--- src/hdl/mic_pkg.sv ---
// Package for the interrupt request and enable block.
// Assumes an APB bus with 32-bit data and byte addresses.
package mic_pkg;

  // ----------------------------------------------------------------
  // Register map
  // ----------------------------------------------------------------
  localparam int ADDR_W = 8;
  localparam logic [7:0] OFF_CMP = 8'h00;
  localparam logic [7:0] OFF_EDGE = 8'h04;
  localparam logic [7:0] OFF_CTRL_A = 8'h08;
  localparam logic [7:0] OFF_CTRL_B = 8'h0C;
  localparam logic [7:0] OFF_CTRL_C = 8'h10;
  localparam logic [7:0] OFF_GROUP_ZERO = 8'h14;
  localparam logic [7:0] OFF_GROUP_TWO = 8'h18;

  // Reset values; hysteresis is on after reset.
  localparam logic [7:0] CMP_RST = 8'h01;
  localparam logic [7:0] REG_RST = 8'h00;

  // Edge-select codes of each external pin.
  localparam logic [1:0] EDGE_OFF = 2'h0;
  localparam logic [1:0] EDGE_RISE = 2'h1;
  localparam logic [1:0] EDGE_FALL = 2'h2;
  localparam logic [1:0] EDGE_BOTH = 2'h3;

  // Vector codes; also the bit order of the primary request vector.
  localparam int NUM_VEC = 10;
  localparam logic [3:0] VEC_PIN_A = 4'h0;
  localparam logic [3:0] VEC_PIN_B = 4'h1;
  localparam logic [3:0] VEC_CONV = 4'h2;
  localparam logic [3:0] VEC_GROUP_ZERO = 4'h3;
  localparam logic [3:0] VEC_GROUP_TWO = 4'h4;
  localparam logic [3:0] VEC_SERIAL = 4'h5;
  localparam logic [3:0] VEC_TICK_A = 4'h6;
  localparam logic [3:0] VEC_TICK_B = 4'h7;
  localparam logic [3:0] VEC_TOUCH = 4'h8;
  localparam logic [3:0] VEC_CMP = 4'h9;

  // ----------------------------------------------------------------
  // Register layouts, bit 7 first; rsv fields always hold zero
  // ----------------------------------------------------------------
  typedef struct packed {
    logic rsv7;
    logic cmp_power_on;
    logic cmp_polarity_invert;
    logic cmp_result_bit;
    logic [2:0] rsv3_1;
    logic cmp_hysteresis_on;
  } mic_cmp_t;

  typedef struct packed {
    logic [3:0] rsv7_4;
    logic [1:0] pin_b_edge_sel;
    logic [1:0] pin_a_edge_sel;
  } mic_edge_t;

  typedef struct packed {
    logic rsv7;
    logic conv_done_flag;
    logic pin_b_flag;
    logic pin_a_flag;
    logic conv_done_enable;
    logic pin_b_enable;
    logic pin_a_enable;
    logic global_irq_enable;
  } mic_ctrl_a_t;

  typedef struct packed {
    logic serial_port_flag;
    logic group_two_flag;
    logic rsv5;
    logic group_zero_flag;
    logic serial_port_enable;
    logic group_two_enable;
    logic rsv1;
    logic group_zero_enable;
  } mic_ctrl_b_t;

  typedef struct packed {
    logic comparator_flag;
    logic touch_sense_flag;
    logic tick_b_flag;
    logic tick_a_flag;
    logic comparator_enable;
    logic touch_sense_enable;
    logic tick_b_enable;
    logic tick_a_enable;
  } mic_ctrl_c_t;

  // Group zero: hi = timer A match, lo = timer period match.
  // Group two: hi = eeprom done, lo = low supply.
  typedef struct packed {
    logic [1:0] rsv7_6;
    logic hi_flag;
    logic lo_flag;
    logic [1:0] rsv3_2;
    logic hi_enable;
    logic lo_enable;
  } mic_group_t;

  // One-cycle condition pulses from the internal sources.
  typedef struct packed {
    logic conv_done;
    logic serial_port;
    logic touch_sense;
    logic tick_a;
    logic tick_b;
    logic timer_period_match;
    logic timer_a_match;
    logic eeprom_done;
    logic low_supply;
  } mic_src_t;

  // Whole state of the block.
  typedef struct packed {
    mic_cmp_t cmp;
    mic_edge_t edge_sel;
    mic_ctrl_a_t ca;
    mic_ctrl_b_t cb;
    mic_ctrl_c_t cc;
    mic_group_t g0;
    mic_group_t g2;
    logic [2:0] sync1;
    logic [2:0] sync2;
    logic [1:0] pin_prev;
    logic irq_req;
    logic [3:0] irq_vec;
    logic wake_req;
    logic port_bit_read;
    logic pready;
    logic pslverr;
    logic [31:0] prdata;
  } mic_state_t;

endpackage

--- src/hdl/mic_irq_ctrl.sv ---
// Interrupt request and enable logic with comparator output handling.
// Assumes an APB master on pclk, a CPU core on pclk that acknowledges
// the vector it services, and asynchronous pin and comparator inputs.
//
// The placing of the registers and the APB register port were decided locally.

`timescale 1ns/100ps

module mic_irq_ctrl (
  // Clock and reset.
  input wire logic pclk,
  input wire logic presetn,
  // APB slave.
  input wire logic psel,
  input wire logic penable,
  input wire logic pwrite,
  input wire logic [mic_pkg::ADDR_W-1:0] paddr,
  input wire logic [31:0] pwdata,
  output logic [31:0] prdata,
  output logic pready,
  output logic pslverr,
  // Asynchronous pins and comparator result.
  input wire logic ext_irq_pin_a,
  input wire logic ext_irq_pin_b,
  input wire logic cmp_analog_result,
  // Internal sources, one-cycle pulses on pclk.
  input wire mic_pkg::mic_src_t src_event,
  // CPU core side.
  input wire logic low_power_mode,
  input wire logic svc_ack,
  input wire logic [3:0] svc_vec,
  output logic irq_req,
  output logic [3:0] irq_vec,
  output logic wake_req,
  // Comparator control and shared port bit.
  input wire logic port_bit_in,
  output logic port_bit_read,
  output logic cmp_power_on,
  output logic cmp_hysteresis_on
);

  // ----------------------------------------------------------------
  // Helper functions
  // ----------------------------------------------------------------

  // True when the selected edge type appears between two samples.
  function automatic logic edge_hit(
    input logic [1:0] sel,
    input logic prev,
    input logic cur
  );
    logic hit;
    hit = 1'b0;
    unique case (sel)
      mic_pkg::EDGE_OFF: hit = 1'b0;
      mic_pkg::EDGE_RISE: hit = cur & ~prev;
      mic_pkg::EDGE_FALL: hit = prev & ~cur;
      mic_pkg::EDGE_BOTH: hit = cur ^ prev;
    endcase
    return hit;
  endfunction

  // Lowest set request wins; ordering beyond that is the core's job.
  function automatic logic [3:0] pick_vec(
    input logic [mic_pkg::NUM_VEC-1:0] req
  );
    logic [3:0] v;
    v = mic_pkg::VEC_PIN_A;
    for (int i = mic_pkg::NUM_VEC - 1; i >= 0; i--) begin
      if (req[i]) begin
        v = 4'(i);
      end
    end
    return v;
  endfunction

  // True for a mapped register address.
  function automatic logic addr_ok(
    input logic [mic_pkg::ADDR_W-1:0] a
  );
    return (a == mic_pkg::OFF_CMP) || (a == mic_pkg::OFF_EDGE) ||
      (a == mic_pkg::OFF_CTRL_A) || (a == mic_pkg::OFF_CTRL_B) ||
      (a == mic_pkg::OFF_CTRL_C) || (a == mic_pkg::OFF_GROUP_ZERO) ||
      (a == mic_pkg::OFF_GROUP_TWO);
  endfunction

  // All request flags packed, used to spot rising flags for wake-up.
  function automatic logic [14:0] all_flags(
    input mic_pkg::mic_state_t x
  );
    return {x.ca.conv_done_flag, x.ca.pin_b_flag, x.ca.pin_a_flag,
      x.cb.serial_port_flag, x.cb.group_two_flag, x.cb.group_zero_flag,
      x.cc.comparator_flag, x.cc.touch_sense_flag, x.cc.tick_b_flag,
      x.cc.tick_a_flag, x.g0.hi_flag, x.g0.lo_flag, x.g2.hi_flag,
      x.g2.lo_flag, 1'b0};
  endfunction

  // ----------------------------------------------------------------
  // State
  // ----------------------------------------------------------------
  mic_pkg::mic_state_t s_reg;
  mic_pkg::mic_state_t s_next;

  logic apb_done;
  logic wr;
  logic ack;
  logic pin_a_now;
  logic pin_b_now;
  logic cmp_now;
  logic new_result;
  logic [1:0] g0_old;
  logic [1:0] g2_old;
  logic [mic_pkg::NUM_VEC-1:0] req;

  // Write data seen through each register's own layout, so that no
  // field position is spelled out by hand; every register is one byte.
  localparam int REG_W = $bits(mic_pkg::mic_cmp_t);
  logic [REG_W-1:0] wbyte;
  mic_pkg::mic_cmp_t cmp_w;
  mic_pkg::mic_edge_t edge_w;

  // ----------------------------------------------------------------
  // Next-state logic
  // ----------------------------------------------------------------

  // Order inside: software write, service clears, then hardware sets,
  // so an event landing on a clear cycle is never lost.
  always_comb begin
    s_next = s_reg;
    apb_done = psel & penable & s_reg.pready;
    wr = apb_done & pwrite;
    ack = svc_ack;
    pin_a_now = s_reg.sync2[0];
    pin_b_now = s_reg.sync2[1];
    cmp_now = s_reg.sync2[2];
    req = '0;
    // Only the low byte of a bus word reaches a register.
    wbyte = pwdata[REG_W-1:0];
    cmp_w = wbyte;
    edge_w = wbyte;

    // Two-flop synchronisers; only the second stage is read below.
    s_next.sync1 = {cmp_analog_result, ext_irq_pin_b, ext_irq_pin_a};
    s_next.sync2 = s_reg.sync1;
    s_next.pin_prev = {pin_b_now, pin_a_now};

    // Register writes; reserved fields are never loaded.
    if (wr) begin
      unique case (paddr)
        mic_pkg::OFF_CMP: begin
          s_next.cmp.cmp_power_on = cmp_w.cmp_power_on;
          s_next.cmp.cmp_polarity_invert = cmp_w.cmp_polarity_invert;
          s_next.cmp.cmp_hysteresis_on = cmp_w.cmp_hysteresis_on;
        end
        mic_pkg::OFF_EDGE: begin
          s_next.edge_sel.pin_b_edge_sel = edge_w.pin_b_edge_sel;
          s_next.edge_sel.pin_a_edge_sel = edge_w.pin_a_edge_sel;
        end
        mic_pkg::OFF_CTRL_A: begin
          s_next.ca = wbyte;
          s_next.ca.rsv7 = 1'b0;
        end
        mic_pkg::OFF_CTRL_B: begin
          s_next.cb = wbyte;
          s_next.cb.rsv5 = 1'b0;
          s_next.cb.rsv1 = 1'b0;
        end
        mic_pkg::OFF_CTRL_C: begin
          s_next.cc = wbyte;
        end
        mic_pkg::OFF_GROUP_ZERO: begin
          s_next.g0 = wbyte;
          s_next.g0.rsv7_6 = '0;
          s_next.g0.rsv3_2 = '0;
        end
        mic_pkg::OFF_GROUP_TWO: begin
          s_next.g2 = wbyte;
          s_next.g2.rsv7_6 = '0;
          s_next.g2.rsv3_2 = '0;
        end
        default: begin
        end
      endcase
    end

    // Servicing clears the global enable, and the pin or group flag
    // of the serviced vector.
    if (ack) begin
      s_next.ca.global_irq_enable = 1'b0;
      if (svc_vec == mic_pkg::VEC_PIN_A) begin
        s_next.ca.pin_a_flag = 1'b0;
      end
      if (svc_vec == mic_pkg::VEC_PIN_B) begin
        s_next.ca.pin_b_flag = 1'b0;
      end
      if (svc_vec == mic_pkg::VEC_GROUP_ZERO) begin
        s_next.cb.group_zero_flag = 1'b0;
      end
      if (svc_vec == mic_pkg::VEC_GROUP_TWO) begin
        s_next.cb.group_two_flag = 1'b0;
      end
    end

    // Pin edges set the pin flags whatever the enables hold.
    if (edge_hit(s_reg.edge_sel.pin_a_edge_sel, s_reg.pin_prev[0],
        pin_a_now)) begin
      s_next.ca.pin_a_flag = 1'b1;
    end
    if (edge_hit(s_reg.edge_sel.pin_b_edge_sel, s_reg.pin_prev[1],
        pin_b_now)) begin
      s_next.ca.pin_b_flag = 1'b1;
    end

    // Internal source conditions.
    if (src_event.conv_done) begin
      s_next.ca.conv_done_flag = 1'b1;
    end
    if (src_event.serial_port) begin
      s_next.cb.serial_port_flag = 1'b1;
    end
    if (src_event.touch_sense) begin
      s_next.cc.touch_sense_flag = 1'b1;
    end
    if (src_event.tick_a) begin
      s_next.cc.tick_a_flag = 1'b1;
    end
    if (src_event.tick_b) begin
      s_next.cc.tick_b_flag = 1'b1;
    end
    if (src_event.timer_period_match) begin
      s_next.g0.lo_flag = 1'b1;
    end
    if (src_event.timer_a_match) begin
      s_next.g0.hi_flag = 1'b1;
    end
    if (src_event.low_supply) begin
      s_next.g2.lo_flag = 1'b1;
    end
    if (src_event.eeprom_done) begin
      s_next.g2.hi_flag = 1'b1;
    end

    // A secondary flag that rises, by hardware or software, sets its
    // group flag.
    g0_old = {s_reg.g0.hi_flag, s_reg.g0.lo_flag};
    g2_old = {s_reg.g2.hi_flag, s_reg.g2.lo_flag};
    if (|({s_next.g0.hi_flag, s_next.g0.lo_flag} & ~g0_old)) begin
      s_next.cb.group_zero_flag = 1'b1;
    end
    if (|({s_next.g2.hi_flag, s_next.g2.lo_flag} & ~g2_old)) begin
      s_next.cb.group_two_flag = 1'b1;
    end

    // The status bit follows the result, inverted when asked, and is
    // held while powered down so a power-off makes no spurious change.
    // Power is not touched by low-power mode.
    new_result = s_reg.cmp.cmp_result_bit;
    if (s_next.cmp.cmp_power_on) begin
      new_result = cmp_now ^ s_next.cmp.cmp_polarity_invert;
    end
    s_next.cmp.cmp_result_bit = new_result;
    // A change of the adjusted bit, not the raw input, sets the flag;
    // this also runs in sleep so the flag can wake the core.
    if (new_result != s_reg.cmp.cmp_result_bit) begin
      s_next.cc.comparator_flag = 1'b1;
    end

    // Wake on any flag rising while asleep; a flag preset before sleep
    // cannot rise, which is how software blocks a wake-up.
    s_next.wake_req = low_power_mode &
      (|(all_flags(s_next) & ~all_flags(s_reg)));

    // Primary requests in vector order; enable gates each.
    req[mic_pkg::VEC_PIN_A] = s_reg.ca.pin_a_flag & s_reg.ca.pin_a_enable;
    req[mic_pkg::VEC_PIN_B] = s_reg.ca.pin_b_flag & s_reg.ca.pin_b_enable;
    req[mic_pkg::VEC_CONV] = s_reg.ca.conv_done_flag &
      s_reg.ca.conv_done_enable;
    req[mic_pkg::VEC_GROUP_ZERO] = s_reg.cb.group_zero_flag &
      s_reg.cb.group_zero_enable;
    req[mic_pkg::VEC_GROUP_TWO] = s_reg.cb.group_two_flag &
      s_reg.cb.group_two_enable;
    req[mic_pkg::VEC_SERIAL] = s_reg.cb.serial_port_flag &
      s_reg.cb.serial_port_enable;
    req[mic_pkg::VEC_TICK_A] = s_reg.cc.tick_a_flag & s_reg.cc.tick_a_enable;
    req[mic_pkg::VEC_TICK_B] = s_reg.cc.tick_b_flag & s_reg.cc.tick_b_enable;
    req[mic_pkg::VEC_TOUCH] = s_reg.cc.touch_sense_flag &
      s_reg.cc.touch_sense_enable;
    req[mic_pkg::VEC_CMP] = s_reg.cc.comparator_flag &
      s_reg.cc.comparator_enable;

    // Global enable gates irq_req, not irq_vec or wake_req; a request drops the cycle after
    // the acknowledge because ack masks it, then stays off as the global enable is cleared.
    s_next.irq_req = s_reg.ca.global_irq_enable & (|req) & ~ack;
    s_next.irq_vec = pick_vec(req);

    // The shared pin reads zero while the comparator owns it.
    s_next.port_bit_read = port_bit_in & ~s_reg.cmp.cmp_power_on;

    // APB: ready comes one cycle into the access phase.
    s_next.pready = psel & penable & ~s_reg.pready;
    s_next.pslverr = psel & penable & ~s_reg.pready & ~addr_ok(paddr);
    s_next.prdata = '0;
    if (psel & penable & ~s_reg.pready & ~pwrite) begin
      unique case (paddr)
        mic_pkg::OFF_CMP: s_next.prdata[REG_W-1:0] = s_reg.cmp;
        mic_pkg::OFF_EDGE: s_next.prdata[REG_W-1:0] = s_reg.edge_sel;
        mic_pkg::OFF_CTRL_A: s_next.prdata[REG_W-1:0] = s_reg.ca;
        mic_pkg::OFF_CTRL_B: s_next.prdata[REG_W-1:0] = s_reg.cb;
        mic_pkg::OFF_CTRL_C: s_next.prdata[REG_W-1:0] = s_reg.cc;
        mic_pkg::OFF_GROUP_ZERO: s_next.prdata[REG_W-1:0] = s_reg.g0;
        mic_pkg::OFF_GROUP_TWO: s_next.prdata[REG_W-1:0] = s_reg.g2;
        default: s_next.prdata = '0;
      endcase
    end
  end

  // ----------------------------------------------------------------
  // State register
  // ----------------------------------------------------------------

  // Everything resets to constants; comparator hysteresis starts on.
  always_ff @(posedge pclk or negedge presetn) begin
    if (!presetn) begin
      s_reg <= '0;
      s_reg.cmp <= mic_pkg::CMP_RST;
      s_reg.edge_sel <= mic_pkg::REG_RST;
      s_reg.ca <= mic_pkg::REG_RST;
      s_reg.cb <= mic_pkg::REG_RST;
      s_reg.cc <= mic_pkg::REG_RST;
      s_reg.g0 <= mic_pkg::REG_RST;
      s_reg.g2 <= mic_pkg::REG_RST;
    end else begin
      s_reg <= s_next;
    end
  end

  // ----------------------------------------------------------------
  // Outputs, all straight from the state register
  // ----------------------------------------------------------------
  assign prdata = s_reg.prdata;
  assign pready = s_reg.pready;
  assign pslverr = s_reg.pslverr;
  assign irq_req = s_reg.irq_req;
  assign irq_vec = s_reg.irq_vec;
  assign wake_req = s_reg.wake_req;
  assign port_bit_read = s_reg.port_bit_read;
  assign cmp_power_on = s_reg.cmp.cmp_power_on;
  assign cmp_hysteresis_on = s_reg.cmp.cmp_hysteresis_on;

endmodule

--- config.mk ---
export PLATFORM = sky130hd
export DESIGN_NAME = mic_irq_ctrl
export DESIGN_NICKNAME = d
export VERILOG_FILES = /design/src/hdl/mic_pkg.sv /design/src/hdl/mic_irq_ctrl.sv
export SDC_FILE = /design/constraint.sdc
export NUM_CORES = 1
export LEC_CHECK = 0
export BUFFER_PORTS_ARGS = -buffer_cell sky130_fd_sc_hd__buf_2
export CORE_MARGIN = 1.5
export CORE_UTILIZATION = 40
export CTS_CLUSTER_DIAMETER = 120
export DETAILED_ROUTE_END_ITERATION = 10
export GPL_ROUTABILITY_DRIVEN = 1
export PLACE_DENSITY_LB_ADDON = 0.08
export SLEW_MARGIN = 40
export SYNTH_ARGS = -nofsm -noshare
export SYNTH_HDL_FRONTEND = slang
export SYNTH_SLANG_ARGS = --single-unit
--- constraint.sdc ---
create_clock -name pclk -period 2.2 [get_ports pclk]
set_input_delay 0.44 -clock pclk [delete_from_list [all_inputs] [get_ports pclk]]
set_output_delay 0.44 -clock pclk [all_outputs]
set_load 0.005 [all_outputs]
==> results.yml, run 1 <==
outcome:
  status: "finished, final reports clean"
setup_path:
  r2r_slack_ns: 0.33
  arrival_ns: 2.08
  start_kind: "register"
  rr_startpoint: "pin_a_now"
  worstSetupPathType: "reg2reg"
  cp.required_ns: 2.41
  reg2reg_depth: 6
  endpoint_kind: "register"
  cp_max_fo: 3
  timing.rr.end: "wake_req"
sta:
  tns_ns: 0
  period_minus_slack_ns: 1.87
  fin_skew_ns: 0.00791
  setup_viol: 0
  rsz0062_at_grt: "false"
  fmax_ghz: 0.535
  fin_crit_sh_pct: 85.0
  finalHoldViolations: 0
  slew_viol_final: 0
die:
  die_w_um: 93.6
  die_y_um: 93.6
  row_count: 32
  core_mm2: 0.00785
  dieArea_mm2: 0.00875
  ios: 107
  initial_utilization_pct: 41.8
yosys:
  synth-edff-count: 0
  yosys_register_bits: 62
  syn_area_mm2: 0.00328
  synth_warnings: 0
  synthArstFlopShare_pct: 100
  synth_ff_type: "dfrtp_1"
  synth_largest_area_cell: "dfrtp_1"
  synth_area_leaders: "dfrtp_1, buf_4, mux2_1"
  syn_area_per_cell_um2: 10.3
  synth.distinct_cells: 54
  synth.most_common_cell: "dfrtp_1"
  synth_top_area_share_pct: 46.5
  synthTopCellsByCount: "dfrtp_1, buf_4, nand2_1"
  yosysSeqAreaShare_pct: 47.3
  synthCells: 320
global_route:
  grt_max_degree: 28
  first_global_vias: 2489
  grt_antenna_before_repair: 0
  overflow: 0
  track_usage_pct: 20.4
  grt_pass1_wl_um: 13100
place:
  port_buffers: 58
  placedInstanceArea_mm2: 0.00368
  place_congestion: 0.961
  hpwlAfterDp_um: 6290
drt:
  drtIter0Drc: 172
  antenna_left: 0
  num_vias: 2621
  first_pass_iters: 4
  drc: 0
  wire_per_inst_um: 16.3
  wirelength_um: 8190
  viasPerCell: 5.21
run:
  drv_cap: 0
power_and_ir_drop:
  combinationalPowerShare_pct: 8.2
  intPower_mw: 1.68
  netSwitchingPower_mw: 0.584
  irDropWorstVdd_uv: 422
  power.density_mw_per_mm2: 586
  leakage_nw: 1.91
  seq_power_share_pct: 53.2
  switching_share_pct: 25.8
  clkPwrFrac_pct: 38.6
worst_hold_path:
  worstHoldStart: "cmp_analog_result"
  min_path_cells: 1
  hp-class: "in2reg"
  min_to: "s_next[45]"
clocking:
  cts_tree: "yes"
  worstSkewPairLatency_ns: 0.34
  cts_hold_buffers: 1
  postCtsResizedCells: 0
  postCtsSetupRepairBufs: 0
  clock_path_buffers: 2
  clk_pin_slew_worst_paths_ns: 0.07
  clkSinkCount: 62
  htree_levels: 3
  cts_buffers: 9
  root_buffer: "clkbuf_8"
finish:
  final_layout_size_suffix_gt1_share_pct: 29.2
  largest_register_ffs: 33
  final_net_count: 464
  final_util_pct: 49.2
  fin_area_mm2: 0.00386
  antennaDiodeCount: 0
  area.growth.synth_to_final_pct: 17.6
  nFillCells: 799
==> routing by layer <==
| metal | wire length (µm) | vias up | share of wire (%) | track usage (%) |
|---|---|---|---|---|
| met5 | 0 | - | 0 | 0 |
| met4 | 78 | 0 | 0.95 | 7.09 |
| met3 | 511 | 7 | 6.2 | 5.12 |
| met2 | 3870 | 91 | 47 | 31.3 |
| met1 | 3730 | 1290 | 46 | 28.0 |
| li1 | - | 1233 | - | - |
==> power groups by stage <==
stage | registers (mW) | logic (mW) | clock network, mW
global placement | 1.22 | 0.183 | 0
finish | 1.20 | 0.185 | 0.873
floorplan | 1.21 | 0.108 | 0
CTS | 1.20 | 0.187 | 0.902
detailed placement | 1.22 | 0.185 | 0
global route | 1.21 | 0.210 | 0.967
==> stage by stage <==
| step | power (mW) | instances | setup slack, ns | hold slack [ns] |
|---|---|---|---|---|
| finish | 2.26 | 503 | 0.331 | 0.200 |
| global route | 2.38 | 503 | 0.216 | 0.177 |
| CTS | 2.29 | 503 | 0.334 | 0.186 |
| detailed placement | 1.41 | 486 | 0.0853 | 0.337 |
| global placement | 1.40 | 486 | 0.0859 | 0.334 |
| floorplan | 1.32 | 343 | 0.250 | 0.144 |
==> placed cells by master, fill, tap and decap left out, types with 5 or more instances in the layout <==
cell,Yosys,layout
dfrtp_1,61,61
a22oi_1,18,18
mux2_1,13,13
conb_1,1,24
a21oi_1,14,14
nand2_1,30,30
clkbuf_8,0,10
mux2_2,7,7
o211ai_1,6,6
nor2_1,19,19
o21ai_1,5,5
buf_2,4,58
inv_1,22,22
o22ai_1,7,7
buf_4,36,22
a31oi_1,5,5
==> how the worst max path moves through the flow <==
| stage | cells past startpoint | to | startpoint | slack (ns) |
|---|---|---|---|---|
| global placement | 7 | wake_req | paddr[4] | 0.09 |
| floorplan | 6 | s_reg[67] | paddr[5] | 0.25 |
| CTS | 6 | wake_req | pin_a_now | 0.33 |
| finish | 6 | wake_req | pin_a_now | 0.33 |
| global route | 6 | wake_req | pin_a_now | 0.22 |
| detailed placement | 7 | wake_req | paddr[4] | 0.09 |
==> final cells by class <==
class,instances,area (µm²),share of cell area (%)
repair buffers,82,485,12.6
clock buffers,12,145,3.76
flip-flops and latches,62,1550,40.3
clock inverters,4,22.5,0.584
inverters,23,86.3,2.24
multi-input cells,218,1440,37.3
well taps,102,128,3.31
==> logic make-up after synthesis <==
kind of cell,after synthesis,share of synthesized area (%)
fa+ha+maj,4,1.53
xor+xnor,3,0.801
other cells,1,0.114
mux,24,8.47
simple gates,90,14.9
flops,62,47.3
compound gates,73,15.4
buf+inv,63,11.5
==> worst max-delay path: stages, from the launching register on <==
cell and delay, ns:
dfrtp_1 0.39, ha_1 0.28, mux2i_1 0.06, a21oi_1 0.28, o22ai_1 0.16, nor4_1 0.41
a41oi_2 0.16
Power figures use the tool's default switching activity.
==> run 2, diff against run 1 <==
==> constraint.sdc (replaced) <==
create_clock -name pclk -period 1.6 [get_ports pclk]
set_input_delay 0.32 -clock pclk [delete_from_list [all_inputs] [get_ports pclk]]
set_output_delay 0.32 -clock pclk [all_outputs]
set_load 0.005 [all_outputs]
==> run 2 against run 1 <==
  * The flow now finishes with violations (hold timing, setup timing)
  * Sequential share of layout area fell by 4.9 points
  * Clock skew decreased by 0.00050 ns
  * Final cell count up 7.6%
  * Flip-flop and latch count unchanged
  * Final area up 14%
  * Register-to-register slack worse by 0.42 ns
  * Worst setup slack got worse by 0.42 ns
  * Utilization grew 6.8 points
  * Combinational power up 77%
  * First-iteration DRC count shrank 19%
  * Clock-buffer cell count down 1
==> results.yml, run 2 (same netlist as run 1, synthesis figures left out) <==
outcome:
  status: "finished with violations"
  violations: "hold timing, setup timing"
sta:
  period_minus_slack_ns: 1.69
  fin_skew_ns: 0.00740
  finalHoldViolations: 23
  setup_viol: 2
  fin_crit_sh_pct: 105
  fmax_ghz: 0.593
  timing.hold.ws_ns: -0.0149
  rsz0062_at_grt: "true"
  slew_viol_final: 0
  fin_ws_ns: -0.0866
power_and_ir_drop:
  power.density_mw_per_mm2: 725
  netSwitchingPower_mw: 0.835
  switching_share_pct: 26.2
  leakage_nw: 2.18
  power_mw: 3.18
  irDropWorstVdd_uv: 472
  intPower_mw: 2.35
  combinationalPowerShare_pct: 10.3
  clkPwrFrac_pct: 37.5
  seq_power_share_pct: 52.2
finish:
  final_cell_mix: "dfrtp_1, buf_2, buf_4, conb_1, nand2_1"
  final_net_count: 503
  mostFrequentLayoutCell: "dfrtp_1"
  final_layout_size_suffix_gt1_share_pct: 45.6
  multi_input_area_mm2: 0.00167
  nFillCells: 745
  antennaDiodeCount: 0
  regArea_mm2: 0.00155
  fin_area_mm2: 0.00439
  area.growth.synth_to_final_pct: 33.8
  largest_register_ffs: 33
drt:
  drtIter0Drc: 139
  antenna_left: 0
  drc: 0
  viasPerCell: 5.21
  first_pass_iters: 4
  wire_per_inst_um: 16.5
  wirelength_um: 8900
  num_vias: 2818
global_route:
  grt_pass1_wl_um: 14400
  overflow: 0
  grt_antenna_before_repair: 0
  track_usage_pct: 21.8
  first_global_vias: 2787
  grt_max_degree: 63
setup_path:
  critPathTopFamily: "simple AND/OR/NAND/NOR gates"
  cp_max_fo: 3
  cp.required_ns: 1.85
  cp_num_cells: 6
  endpoint_kind: "register"
  timing.critical_path.slowest_cell_delay_ns: 0.38
  reg2reg_depth: 6
  arrival_ns: 1.94
  path_buf_inv: 1
  path_cells: "and4_4, nand3_4, buf_6, mux2i_4, or3_4, a41oi_2"
  start_kind: "register"
  worstSetupPathType: "reg2reg"
  cp_slowest_cell: "or3_4"
die:
  die_y_um: 93.6
  die_w_um: 93.6
  initial_utilization_pct: 41.8
  ios: 107
  dieArea_mm2: 0.00875
  core_mm2: 0.00785
  row_count: 32
clocking:
  cts_tree: "yes"
  cts_buffers: 9
  clkSinkCount: 62
  worstSkewPairLatency_ns: 0.33
  root_buffer: "clkbuf_8"
  clock_path_buffers: 2
  cts_hold_buffers: 0
  htree_levels: 3
  clk_pin_slew_worst_paths_ns: 0.07
run:
  drv_cap: 0
place:
  placedInstanceArea_mm2: 0.00408
  port_buffers: 58
  hpwlAfterDp_um: 6750
  place_congestion: 0.869
worst_hold_path:
  hp-class: "in2async"
-- run 2: worst paths after layout --
check                         startpoint                 to  slack, ns
setup / recovery                  pready           wake_req      -0.09
hold / removal                   presetn          g2_old[1]      -0.01
setup reg to reg                  pready           wake_req      -0.09
hold reg to reg               s_next[44]          pin_b_now       0.35
max in group asynchronous        presetn  cmp_hysteresis_on       1.31
min in group pclk          ext_irq_pin_a         s_next[43]       0.09
-- run 2: power groups by stage --
stage | sequential [mW] | combinational [mW] | clock [mW]
CTS | 1.66 | 0.323 | 1.22
global placement | 1.69 | 0.314 | 0
floorplan | 1.67 | 0.166 | 0
detailed placement | 1.69 | 0.318 | 0
finish | 1.66 | 0.327 | 1.19
global route | 1.67 | 0.369 | 1.29
-- run 2: timing repair --
action | CTS | global route
hold endpoints to repair | 0 | 0
setup buffers | 1 | 4
gates resized for setup | 8 | 17
endpoints found under the setup margin | 2 | 25
pin swaps | 2 | 2
-- run 2: layout make-up --
cell class              instances  share of cell area [%]
inverters                      23                    1.97
clock inverters                 4                   0.541
multi-input cells             218                    38.0
clock buffers                  11                    3.22
well taps                     102                    2.91
flip-flops and latches         62                    35.4
repair buffers                121                    18.0
-- run 2: metal layers --
metal  global-route usage [%]  vias up  part of all wire [%]
met2                     34.3      102                    46
met1                     30.2     1390                    45
met4                     5.72        0                   1.6
met5                        0        -                     0
li1                         -     1311                     -
met3                     5.28       15                   6.8
-- run 2: through the flow --
stage | TNS (ns) | setup WS [ns] | instances | hold WS [ns] | utilization, %
final | -0.133 | -0.0866 | 541 | -0.0149 | 55.9
after floorplan | -2.90 | -0.197 | 343 | 0.0244 | -
after global routing | -0.339 | -0.156 | 541 | 0.00359 | 55.9
after global placement | -11.24 | -0.384 | 521 | 0.334 | 51.9
after CTS | -0.0878 | -0.0878 | 537 | 0.000822 | 54.6
after detailed placement | -11.45 | -0.386 | 521 | 0.336 | 51.9
-- run 2: worst register-to-register path, stage by stage, from the launching register on --
cell	delay, ns
dfrtp_1	0.37
and4_4	0.24
nand3_4	0.11
buf_6	0.16
mux2i_4	0.18
or3_4	0.38
a41oi_2	0.17
==> run 3, diff against run 2 <==
--- a/config.mk
+++ b/config.mk
@@ -11,6 +11,7 @@
 export CTS_CLUSTER_DIAMETER = 120
 export DETAILED_ROUTE_END_ITERATION = 10
 export GPL_ROUTABILITY_DRIVEN = 1
+export GPL_TIMING_DRIVEN = 0
 export PLACE_DENSITY_LB_ADDON = 0.08
 export SLEW_MARGIN = 40
 export SYNTH_ARGS = -nofsm -noshare
==> run 3 against run 2 <==
  * The flow finishes with violations (setup timing)
  * First-iteration DRC count grew 2.9%
  * Via count shrank 5.3%
  * Worst setup slack lost 0.045 ns
  * Global-route usage shrank 1.2 points
  * Critical path type unchanged
  * Critical endpoint unchanged
==> results.yml, run 3 (same netlist as run 1, synthesis figures left out) <==
sta:
  fin_ws_ns: -0.131
  period_minus_slack_ns: 1.73
  setup_viol: 2
  fin_skew_ns: 0.00578
  rsz0062_at_grt: "true"
  fin_crit_sh_pct: 108
  slew_viol_final: 0
  fmax_ghz: 0.578
  worst_pin_slew_ns: 0.509
  finalHoldViolations: 0
  relSlewSlack_pct: 66.0
  tns_ns: -0.174
place:
  place_congestion: 0.823
  place_ws_ns: -0.494
  dp_cells: 504
  port_buffers: 58
  hpwlAfterDp_um: 6190
finish:
  area.growth.synth_to_final_pct: 32.7
  antennaDiodeCount: 0
  nFillCells: 732
  largest_register_ffs: 33
  final_layout_size_suffix_gt1_share_pct: 44.9
  final_net_count: 491
  mostFrequentLayoutCell: "dfrtp_1"
  final_cell_mix: "dfrtp_1, buf_2, buf_4, nand2_1, conb_1"
  finalNonFillerCells: 530
drt:
  viasPerCell: 5.04
  wirelength_um: 8280
  antenna_left: 0
  drc: 0
  drtIter0Drc: 143
  num_vias: 2669
  wire_per_inst_um: 15.6
  first_pass_iters: 4
worst_hold_path:
  hp-class: "in2reg"
clocking:
  clkSinkCount: 62
  worstSkewPairLatency_ns: 0.34
  cts_tree: "yes"
  root_buffer: "clkbuf_8"
  htree_levels: 3
  cts_buffers: 9
  clock_path_buffers: 2
  clk_pin_slew_worst_paths_ns: 0.07
die:
  die_y_um: 93.6
  die_w_um: 93.6
  core_mm2: 0.00785
  row_count: 32
  initial_utilization_pct: 41.8
  ios: 107
  dieArea_mm2: 0.00875
global_route:
  overflow: 0
  grt_pass1_wl_um: 13600
  grt_max_degree: 38
  track_usage_pct: 20.7
  grt_antenna_before_repair: 0
  first_global_vias: 2659
power_and_ir_drop:
  leakage_nw: 2.13
  power_mw: 3.27
  irDropWorstVdd_uv: 377
  power.density_mw_per_mm2: 752
setup_path:
  worstSetupPathType: "reg2reg"
  arrival_ns: 1.98
  start_kind: "register"
  endpoint_kind: "register"
  timing.critical_path.slowest_cell_delay_ns: 0.38
  cp.required_ns: 1.85
  cp_slowest_cell: "dfrtp_1"
  cp_max_fo: 4
  path_cells: "and4_4, nand3_4, mux2i_4, xnor2_2, or3_1, a41oi_2"
outcome:
  violations: "setup timing"
  status: "finished with violations"
run:
  drv_cap: 0
run 3: cell count changes in the layout (fill, tap and decap cells not counted), sizes merged:
cell,delta
clkbuf,+2
dlygate4sd3,+1
buf,-13
clkinv,-2
clkinvlp,+1
run 3: worst max-delay path, delay by kind of cell (launching register included):
| kind | cells | cell delay, ns |
|---|---|---|
| xor+xnor | 1 | 0.15 |
| mux | 1 | 0.23 |
| simple gates | 3 | 0.68 |
| flops | 1 | 0.38 |
| compound gates | 1 | 0.20 |
run 3: repair_timing:
item | CTS | global route
cloned | 0 | 0
pin swaps | 3 | 4
hold buffers | 1 | 0
buffers inserted | 6 | 4
hold endpoints to repair | 25 | 0
resized for setup | 15 | 13
setup endpoints to repair | 24 | 31
run 3: power by group:
part           switching, mW  total, mW  internal [mW]
Combinational          0.172      0.324          0.152
Sequential            0.0559       1.66           1.61
Clock                  0.602       1.29          0.685
run 3: final timing paths:
kind	startpoint	endpoint	slack, ns	cells after the start
hold reg to reg	s_next[44]	pin_b_now	0.35	0
hold / removal	cmp_analog_result	s_next[45]	0.09	1
min in group asynchronous	presetn	pslverr	0.43	2
setup / recovery	pready	wake_req	-0.13	6
max in group asynchronous	presetn	cmp_hysteresis_on	0.62	3
setup reg to reg	pready	wake_req	-0.13	6
run 3: routing by layer:
layer	vias to the layer above	GRT usage, %	routed length, µm
met1	1275	27.7	3690
met2	97	33.8	4010
li1	1288	-	-
met5	-	0	0
met3	9	4.15	489
met4	0	5.97	93
run 3: area by class of cell:
class,count,area (µm²),share of cell area [%]
tap,102,128,2.93
timing repair buffer,70,422,9.68
clock buffer,13,169,3.88
inverter,23,86.3,1.98
multi-input combinational,218,1670,38.3
buffer,39,308,7.07
sequential,62,1560,35.7
clock inverter,3,17.5,0.402
run 3: stage by stage:
step                      cell area [µm²]  util [%]  hold slack (ns)
final                                4350      55.5           0.0857
after global routing                 4350      55.5           0.0641
after CTS                            4280      54.5           0.0764
after detailed placement             3970      50.6            0.249
after global placement               3950      50.3            0.335
after floorplan                      3530         -           0.0244
